[src/include/pmr_pkg.sv]
// constants and types for the single-word pci read master
// assumes one 10 mhz clock shared by the pci pins and the local side
package pmr_pkg;
	// ********************************************************
	// widths
	// ********************************************************
	localparam int PMR_AD_W = 32; // pci address/data width
	localparam int PMR_CBE_W = 4; // command / byte enable width
	localparam int PMR_LEN_W = 8; // burst length width
	localparam int PMR_FIFO_DEPTH = 8; // read word buffer depth

	// ********************************************************
	// local master state codes
	// ********************************************************
	localparam logic [3:0] PMR_ST_TERM = 4'h0; // bus termination
	localparam logic [3:0] PMR_ST_LOAD = 4'h1; // address loading
	localparam logic [3:0] PMR_ST_XFER = 4'h2; // bus transaction

	// ********************************************************
	// termination reasons
	// ********************************************************
	localparam logic [1:0] PMR_TERM_NONE = 2'h0; // nothing yet
	localparam logic [1:0] PMR_TERM_NORMAL = 2'h1; // normal end

	// latched request: address, command, burst length
	typedef struct packed {
		logic [PMR_AD_W-1:0] addr;
		logic [PMR_CBE_W-1:0] cmd;
		logic [PMR_LEN_W-1:0] len;
	} pmr_req_t;

	// sequencer states
	typedef enum logic [3:0] {
		PMR_IDLE,
		PMR_REQ,
		PMR_GRANT,
		PMR_LOAD,
		PMR_ADDR,
		PMR_TURN,
		PMR_DATA,
		PMR_TEND
	} pmr_state_t;
endpackage

[src/core/pmr_master.sv]
// pci master single read core with its read word buffer
// assumes pci pins are synchronous to clk_sys_i and the pad logic
// resolves each pin from the _o / _oe pairs given here
`timescale 1ns/10ps

// ************************************************************
// read word buffer
// ************************************************************
module pmr_fifo #(
	parameter int WIDTH = 32,
	parameter int DEPTH = 8
) (
	input wire logic clk_sys_i,
	input wire logic rst_i,
	input wire logic in_valid_i,
	output logic in_ready_o,
	input wire logic [WIDTH-1:0] in_data_i,
	output logic out_valid_o,
	input wire logic out_ready_i,
	output logic [WIDTH-1:0] out_data_o
);
	localparam int PW = $clog2(DEPTH);
	logic [WIDTH-1:0] mem [DEPTH]; // storage flops
	logic [PW-1:0] wr_ptr; // next slot to write
	logic [PW-1:0] rd_ptr; // oldest word
	logic [PW:0] count; // words held
	logic push; // word taken in
	logic pop; // word handed out

	assign in_ready_o = (count != DEPTH[PW:0]);
	assign out_valid_o = (count != '0);
	assign out_data_o = mem[rd_ptr];
	assign push = in_valid_i & in_ready_o;
	assign pop = out_valid_o & out_ready_i;

	// storage write, no reset needed on data
	always_ff @(posedge clk_sys_i) begin
		if (push) begin
			mem[wr_ptr] <= in_data_i;
		end
	end

	// pointers and fill count
	always_ff @(posedge clk_sys_i or posedge rst_i) begin
		if (rst_i) begin
			wr_ptr <= '0;
			rd_ptr <= '0;
			count <= '0;
		end else begin
			if (push) begin
				wr_ptr <= (wr_ptr == PW'(DEPTH - 1)) ? '0 : wr_ptr + 1'b1;
			end
			if (pop) begin
				rd_ptr <= (rd_ptr == PW'(DEPTH - 1)) ? '0 : rd_ptr + 1'b1;
			end
			// simultaneous push and pop keeps the count
			if (push & ~pop) begin
				count <= count + 1'b1;
			end else if (pop & ~push) begin
				count <= count - 1'b1;
			end
		end
	end
endmodule

// ************************************************************
// master sequencer
// ************************************************************
module pmr_master
	import pmr_pkg::*;
#(
	parameter int LEN_W = PMR_LEN_W,
	parameter int DEPTH = PMR_FIFO_DEPTH
) (
	input wire logic clk_sys_i,
	input wire logic rst_i,
	// local master side
	input wire logic local_req_single_width_n_i,
	input wire logic [PMR_AD_W-1:0] local_addr_data_in_i,
	input wire logic [PMR_CBE_W-1:0] local_cmd_byteen_in_i,
	input wire logic [LEN_W-1:0] local_burst_len_in_i,
	input wire logic local_master_ready_n_i,
	output logic local_grant_n_o,
	output logic [3:0] local_master_state_o,
	output logic [1:0] local_term_reason_o,
	output logic [LEN_W-1:0] local_burst_counter_o,
	output logic [PMR_AD_W-1:0] local_read_bus_out_o,
	output logic local_xfer_strobe_n_o,
	// pci side
	output logic reqn_o,
	input wire logic gntn_i,
	input wire logic framen_i,
	output logic framen_o,
	output logic framen_oe_o,
	input wire logic irdyn_i,
	output logic irdyn_o,
	output logic irdyn_oe_o,
	input wire logic trdyn_i,
	input wire logic devseln_i,
	input wire logic [PMR_AD_W-1:0] ad_i,
	output logic [PMR_AD_W-1:0] ad_o,
	output logic ad_oe_o,
	output logic [PMR_CBE_W-1:0] cben_o,
	output logic cben_oe_o
);
	// ********************************************************
	// declarations
	// ********************************************************
	pmr_state_t state; // sequencer state
	pmr_req_t req_lat; // latched request
	logic req_on; // local request asserted (active low pin)
	logic ready_on; // local ready asserted (active low pin)
	logic bus_idle; // no frame and no irdy on the bus
	logic phase_done; // data state with trdyn and devseln both low
	logic fifo_ready; // buffer has room
	logic fifo_valid; // buffer holds a word
	logic [PMR_CBE_W-1:0] byteen; // byte enables for the data phase

	assign req_on = ~local_req_single_width_n_i;
	assign ready_on = ~local_master_ready_n_i;
	assign bus_idle = framen_i & irdyn_i;
	// completion only counts while this core drives irdyn and the
	// target has claimed the cycle, so a stray trdyn cannot end it
	assign phase_done = (state == PMR_DATA) & ~trdyn_i & ~devseln_i;

	// ********************************************************
	// sequencer
	// ********************************************************
	// one step per pci clock through request, address, data
	always_ff @(posedge clk_sys_i or posedge rst_i) begin
		if (rst_i) begin
			state <= PMR_IDLE;
		end else begin
			case (state)
				PMR_IDLE: begin
					// new request only accepted from termination
					if (req_on) begin
						state <= PMR_REQ;
					end
				end
				PMR_REQ: begin
					// wait for grant with the bus free
					if (~gntn_i & bus_idle) begin
						state <= PMR_GRANT;
					end
				end
				PMR_GRANT: begin
					if (req_on & ~gntn_i) begin
						state <= PMR_LOAD;
					end else if (gntn_i) begin
						state <= PMR_REQ; // grant lost, ask again
					end
				end
				PMR_LOAD: begin
					state <= PMR_ADDR;
				end
				PMR_ADDR: begin
					state <= PMR_TURN;
				end
				PMR_TURN: begin
					// stall until local ready seen and room for the word
					if (ready_on & fifo_ready) begin
						state <= PMR_DATA;
					end
				end
				PMR_DATA: begin
					if (phase_done) begin
						state <= PMR_TEND;
					end
				end
				PMR_TEND: begin
					state <= PMR_IDLE;
				end
				default: begin
					state <= PMR_IDLE;
				end
			endcase
		end
	end

	// ********************************************************
	// local status
	// ********************************************************
	// status follows termination, loading, transaction, termination
	always_ff @(posedge clk_sys_i or posedge rst_i) begin
		if (rst_i) begin
			local_master_state_o <= PMR_ST_TERM;
		end else if (state == PMR_GRANT && req_on && !gntn_i) begin
			local_master_state_o <= PMR_ST_LOAD;
		end else if (state == PMR_LOAD) begin
			local_master_state_o <= PMR_ST_XFER;
		end else if (phase_done) begin
			local_master_state_o <= PMR_ST_TERM;
		end
	end

	// termination reason, cleared when a new transaction loads
	always_ff @(posedge clk_sys_i or posedge rst_i) begin
		if (rst_i) begin
			local_term_reason_o <= PMR_TERM_NONE;
		end else if (state == PMR_LOAD) begin
			local_term_reason_o <= PMR_TERM_NONE;
		end else if (phase_done) begin
			local_term_reason_o <= PMR_TERM_NORMAL;
		end
	end

	// latch address, command and length
	always_ff @(posedge clk_sys_i or posedge rst_i) begin
		if (rst_i) begin
			req_lat <= '0;
		end else if (state == PMR_GRANT && req_on && !gntn_i) begin
			req_lat.addr <= local_addr_data_in_i;
			req_lat.cmd <= local_cmd_byteen_in_i;
			req_lat.len <= PMR_LEN_W'(local_burst_len_in_i);
		end
	end

	// byte enables sampled in the address phase
	always_ff @(posedge clk_sys_i or posedge rst_i) begin
		if (rst_i) begin
			byteen <= '0;
		end else if (state == PMR_ADDR) begin
			byteen <= local_cmd_byteen_in_i;
		end
	end

	// burst counter: loaded in address phase, counts done phases
	always_ff @(posedge clk_sys_i or posedge rst_i) begin
		if (rst_i) begin
			local_burst_counter_o <= '0;
		end else if (state == PMR_LOAD) begin
			local_burst_counter_o <= LEN_W'(req_lat.len);
		end else if (phase_done && local_burst_counter_o != '0) begin
			local_burst_counter_o <= local_burst_counter_o - 1'b1;
		end
	end

	// ********************************************************
	// arbitration
	// ********************************************************
	// reqn asserted after a request, dropped once frame is out
	// and the local request has gone
	always_ff @(posedge clk_sys_i or posedge rst_i) begin
		if (rst_i) begin
			reqn_o <= 1'b1;
		end else if (state == PMR_IDLE && req_on) begin
			reqn_o <= 1'b0;
		end else if (framen_oe_o && !framen_o && !req_on) begin
			reqn_o <= 1'b1;
		end else if (state == PMR_TEND && !req_on) begin
			reqn_o <= 1'b1;
		end
	end

	// local grant asserted on pci grant with the bus idle, then dropped once the pci grant goes
	always_ff @(posedge clk_sys_i or posedge rst_i) begin
		if (rst_i) begin
			local_grant_n_o <= 1'b1;
		end else if (state == PMR_REQ) begin
			local_grant_n_o <= ~(~gntn_i & bus_idle);
		end else if (state == PMR_IDLE) begin
			local_grant_n_o <= 1'b1;
		end else begin
			local_grant_n_o <= local_grant_n_o | gntn_i;
		end
	end

	// ********************************************************
	// pci pin drive
	// ********************************************************
	// frame: asserted in address phase, raised with irdyn
	always_ff @(posedge clk_sys_i or posedge rst_i) begin
		if (rst_i) begin
			framen_o <= 1'b1;
			framen_oe_o <= 1'b0;
		end else if (state == PMR_LOAD) begin
			framen_o <= 1'b0;
			framen_oe_o <= 1'b1;
		end else if (state == PMR_TURN && ready_on && fifo_ready) begin
			framen_o <= 1'b1;
		end else if (phase_done) begin
			framen_oe_o <= 1'b0;
		end
	end

	// irdy: driven high once owning, low when ready, released last
	always_ff @(posedge clk_sys_i or posedge rst_i) begin
		if (rst_i) begin
			irdyn_o <= 1'b1;
			irdyn_oe_o <= 1'b0;
		end else if (state == PMR_LOAD) begin
			irdyn_o <= 1'b1;
			irdyn_oe_o <= 1'b1;
		end else if (state == PMR_TURN && ready_on && fifo_ready) begin
			irdyn_o <= 1'b0;
		end else if (phase_done) begin
			irdyn_o <= 1'b1;
		end else if (state == PMR_TEND) begin
			irdyn_oe_o <= 1'b0;
		end
	end

	// address/data lines: address phase only, floated for read
	always_ff @(posedge clk_sys_i or posedge rst_i) begin
		if (rst_i) begin
			ad_o <= '0;
			ad_oe_o <= 1'b0;
		end else if (state == PMR_LOAD) begin
			ad_o <= req_lat.addr;
			ad_oe_o <= 1'b1;
		end else begin
			ad_oe_o <= 1'b0;
		end
	end

	// command then byte enables, released after the last phase
	always_ff @(posedge clk_sys_i or posedge rst_i) begin
		if (rst_i) begin
			cben_o <= '0;
			cben_oe_o <= 1'b0;
		end else if (state == PMR_LOAD) begin
			cben_o <= req_lat.cmd;
			cben_oe_o <= 1'b1;
		end else if (state == PMR_ADDR) begin
			cben_o <= local_cmd_byteen_in_i;
		end else if (state == PMR_TURN) begin
			cben_o <= byteen;
		end else if (phase_done) begin
			cben_oe_o <= 1'b0;
		end
	end

	// ********************************************************
	// read data path
	// ********************************************************
	// word taken on the completing edge, shown the next clock;
	// the strobe pops it while the local master stays ready
	pmr_fifo #(
		.WIDTH(PMR_AD_W),
		.DEPTH(DEPTH)
	) u_fifo (
		.clk_sys_i(clk_sys_i),
		.rst_i(rst_i),
		.in_valid_i(phase_done),
		.in_ready_o(fifo_ready),
		.in_data_i(ad_i),
		.out_valid_o(fifo_valid),
		.out_ready_i(ready_on),
		.out_data_o(local_read_bus_out_o)
	);

	// strobe low while a word waits and local ready is asserted
	assign local_xfer_strobe_n_o = ~(fifo_valid & ready_on);
endmodule

[config.mk]
export PLATFORM = sky130hd
export DESIGN_NAME = pmr_master
export DESIGN_NICKNAME = d
export VERILOG_FILES = /design/src/include/pmr_pkg.sv /design/src/core/pmr_master.sv
export SDC_FILE = /design/constraint.sdc
export NUM_CORES = 1
export LEC_CHECK = 0
export ABC_AREA = 1
export BUFFER_PORTS_ARGS = -buffer_cell sky130_fd_sc_hd__buf_4
export CAP_MARGIN = 40
export CORE_ASPECT_RATIO = 0.5
export CORE_UTILIZATION = 58
export DETAILED_ROUTE_END_ITERATION = 8
export PLACE_DENSITY = 0.88
export SYNTH_ARGS = -nofsm -noshare
export SYNTH_HDL_FRONTEND = slang
export SYNTH_SLANG_ARGS = --single-unit
[constraint.sdc]
create_clock -name clk_sys_i -period 6.1 [get_ports clk_sys_i]
set_clock_uncertainty 0.2 [all_clocks]
set_input_delay 0 -clock clk_sys_i [delete_from_list [all_inputs] [get_ports clk_sys_i]]
set_output_delay 0 -clock clk_sys_i [all_outputs]
set_load 0.005 [all_outputs]
==> impl_metrics.ini <==
[worst_setup_path]
r2r_start = state[2]$_DFFE_PP0P_
cp-start-kind = register
cp_data_required_time_ns = 5.90
arrival_ns = 3.30
r2r_end = state[1]$_DFFE_PP0P_
reg2reg_depth = 8
crit_start = u_fifo.rd_ptr[0]$_DFFE_PP0P_
r2r_slack_ns = 2.87
crit_path_end = local_read_bus_out_o[11]
cp_max_fo = 70
endpoint_kind = output pin
crit_type = register to output pin

[clocking]
cts_tree = built
clockBufferDepth = 3
h-tree-depth = 1
cts_sinks = 372
path_clk_slew_ns = 0.07
clk_latency_ns = 0.58
ctsResizeCount = 0
cts_made_buffers = 31
cts_setup_buffers = 0
cts_root_buffer = clkbuf_16
ctsHoldBuffers = 104

[power_and_ir_drop]
p_leak_nw = 7.72
ir_worst_vdd_mv = 0.368
power_density_mw_per_mm2 = 456

[yosys]
ys.flop_type = edfxtp_1
yosys-top-cells-area = edfxtp_1, dfrtp_1, o21ai_0, nor2_1, nand2_1
postSynthCellCount = 1374
synth_cell_types = 33
yosysTopAreaCellShare_pct = 51.0
synth-seq-cells = 372
avgSynthCellArea_sq_um = 11.0
ys_warn_count = 0
ys_async_sr_fraction_pct = 31.2
synthesis.area_sq_mm = 0.0151
synth.most_common_cell = edfxtp_1
ys_seq_area_share_pct = 70.3
synth-edff-count = 256
netlist_top_cells_count = edfxtp_1, nor2_1, nand2_1
yosysTopAreaCell = edfxtp_1

[worst_hold_path]
hold_class = input port to register

[grt]
overflow = 0
grt_pass1_vias = 11454
grt_pass1_wl_mm = 59.7
antenna_found_initial = 2
grt_usage_pct = 29.0
grt_max_degree = 92

[finish]
fillers = 1416
final-seq-area_sq_mm = 0.0106
drive_gt1_share_pct = 16.1
fin_nets = 1725
multiInputGateArea_sq_mm = 0.00386
syn2layout_area_growth_pct = 24.6

[drt]
wire_per_inst_um = 19.7
ant_nets = 0
firstDrtPassIters = 5
via_per_inst = 5.80
drt_iter0_markers = 1349
drc = 0
routed_wl_mm = 39.4
dr_total_vias = 11600

[timing]
fmax_mhz = 286
final_hold_viol_count = 0
maxSlewViolCount = 0
final-setup-viol-count = 0
fin_hold_ws_ns = 0.00748
worst_pin_slew_ns = 0.903
rsz0062_at_grt = false
fin_crit_ns = 3.50
final.setup.tns_ns = 0
fin_crit_sh_pct = 57.4
slew_headroom_pct = 39.8

[floorplanning]
rows = 41
die_h_um = 116
start_util_pct = 59.4
core_region_area_sq_mm = 0.0253
fp.dieW_um = 230
ios = 176
die_area_sq_mm = 0.0267

[run]
drv_cap = 0

[status]
status = completed

[place]
numPortBuffers = 172
dp_hpwl_mm = 20.0
place_congestion = 0.830
[metrics by stage]
step / total power, W / utilization (%) / instances / instance area (sq um) / worst slack (ns)
final: 0.00856 / 74.1 / 2001 / 18800 / 2.60
after global routing: 0.00900 / 74.1 / 2001 / 18800 / 2.40
after CTS: 0.00840 / 74.0 / 1998 / 18800 / 2.66
after detailed placement: 0.00628 / 65.8 / 1836 / 16700 / 3.38
after global placement: 0.00605 / 65.4 / 1832 / 16600 / 3.44
after floorplan: 0.00510 / - / 1376 / 15100 / 1.41
[worst min-delay path by stage]
stage	from	to	slack, ns	cells after the start
2_1_floorplan	ad_i[0]	u_fifo.mem[0][0]$_DFFE_PP_	-0.10	0
3_5_place_dp	rst_i	u_fifo.wr_ptr[0]$_DFFE_PP0P_	-0.14	2
6_report	ad_i[29]	u_fifo.mem[5][29]$_DFFE_PP_	0.007	2
5_1_grt	ad_i[11]	u_fifo.mem[3][11]$_DFFE_PP_	0.006	2
4_1_cts	ad_i[3]	u_fifo.mem[2][3]$_DFFE_PP_	0.0007	2
3_3_place_gp	rst_i	u_fifo.wr_ptr[2]$_DFFE_PP0P_	-0.15	2
[state kept, by name (all words and copies together) (netlist names)]
| signal | cells |
|---|---|
| u_fifo.mem | 256 |
| irdyn_o | 1 |
| local_master_state_o | 2 |
| ad_o | 32 |
| reqn_o | 1 |
| req_lat | 44 |
| u_fifo.count | 4 |
| cben_o | 4 |
| byteen | 4 |
| local_burst_counter_o | 8 |
| local_term_reason_o | 1 |
| framen_o | 1 |
| cben_oe_o | 1 |
| ad_oe_o | 1 |
| local_grant_n_o | 1 |
| irdyn_oe_o | 1 |
| u_fifo.rd_ptr | 3 |
| u_fifo.wr_ptr | 3 |
| state | 3 |
| framen_oe_o | 1 |
[worst max-delay path, cell delays in order (launching register included)]
cell,delay [ns]
dfrtp_4,0.59
clkinv_2,0.65
buf_4,0.57
o21ai_0,0.31
o21ai_0,0.18
nand2_1,0.10
nand2_1,0.09
buf_4,0.14
[power breakdown]
group | leakage, nW | internal (W) | switching [W]
Sequential | 3.66 | 0.00310 | 0.000364
Combinational | 3.55 | 0.00123 | 0.00183
Clock | 0.509 | 0.00111 | 0.000915
Total | 7.72 | 0.00545 | 0.00311
[cell families (layout without fill, tap and decap cells)]
logic type | count (synthesis) | in the layout | share of synthesized area (%)
multiplexers | 1 | 1 | 0.0747
AO/OA/AOI/OAI | 296 | 296 | 9.87
other | 1 | 5 | 0.0249
XOR/XNOR | 4 | 4 | 0.233
adder cells (fa/ha/maj) | 10 | 10 | 0.880
buffers and inverters | 150 | 429 | 4.41
AND/OR/NAND/NOR | 540 | 540 | 14.2
flip-flops | 372 | 372 | 70.3
[layout make-up]
type | instances | share of cell area, %
antenna | 2 | 0.0267
clock buffer | 51 | 5.07
clock inverter | 7 | 0.427
sequential | 372 | 56.5
tap | 344 | 2.29
multi-input combinational | 854 | 20.6
inverter | 76 | 1.54
timing repair buffer | 295 | 13.6
[metal layers]
layer | vias up | GRT usage (%) | wire length, um
met4 | 0 | 10.1 | 1170
met2 | 708 | 52.6 | 20400
met1 | 5641 | 35.1 | 14300
met5 | - | 0 | 0
li1 | 5147 | - | -
met3 | 104 | 5.76 | 3470
[placed cells by master, fill, tap and decap left out, types with 4 or more instances in the layout]
cell type        n
a21oi_1         33
buf_4          186
clkbuf_1        11
clkbuf_16       32
clkbuf_8         8
clkinv_2         4
dfrtp_1        110
dfstp_2          4
dlygate4sd3_1  105
edfxtp_1       256
ha_1             9
inv_1           71
nand2_1        248
nand2_2          5
nand3_1         18
nor2_1         250
nor2_4           4
o21ai_0        194
o21ai_1         67
Note: power is estimated with default switching activity, not from simulation.
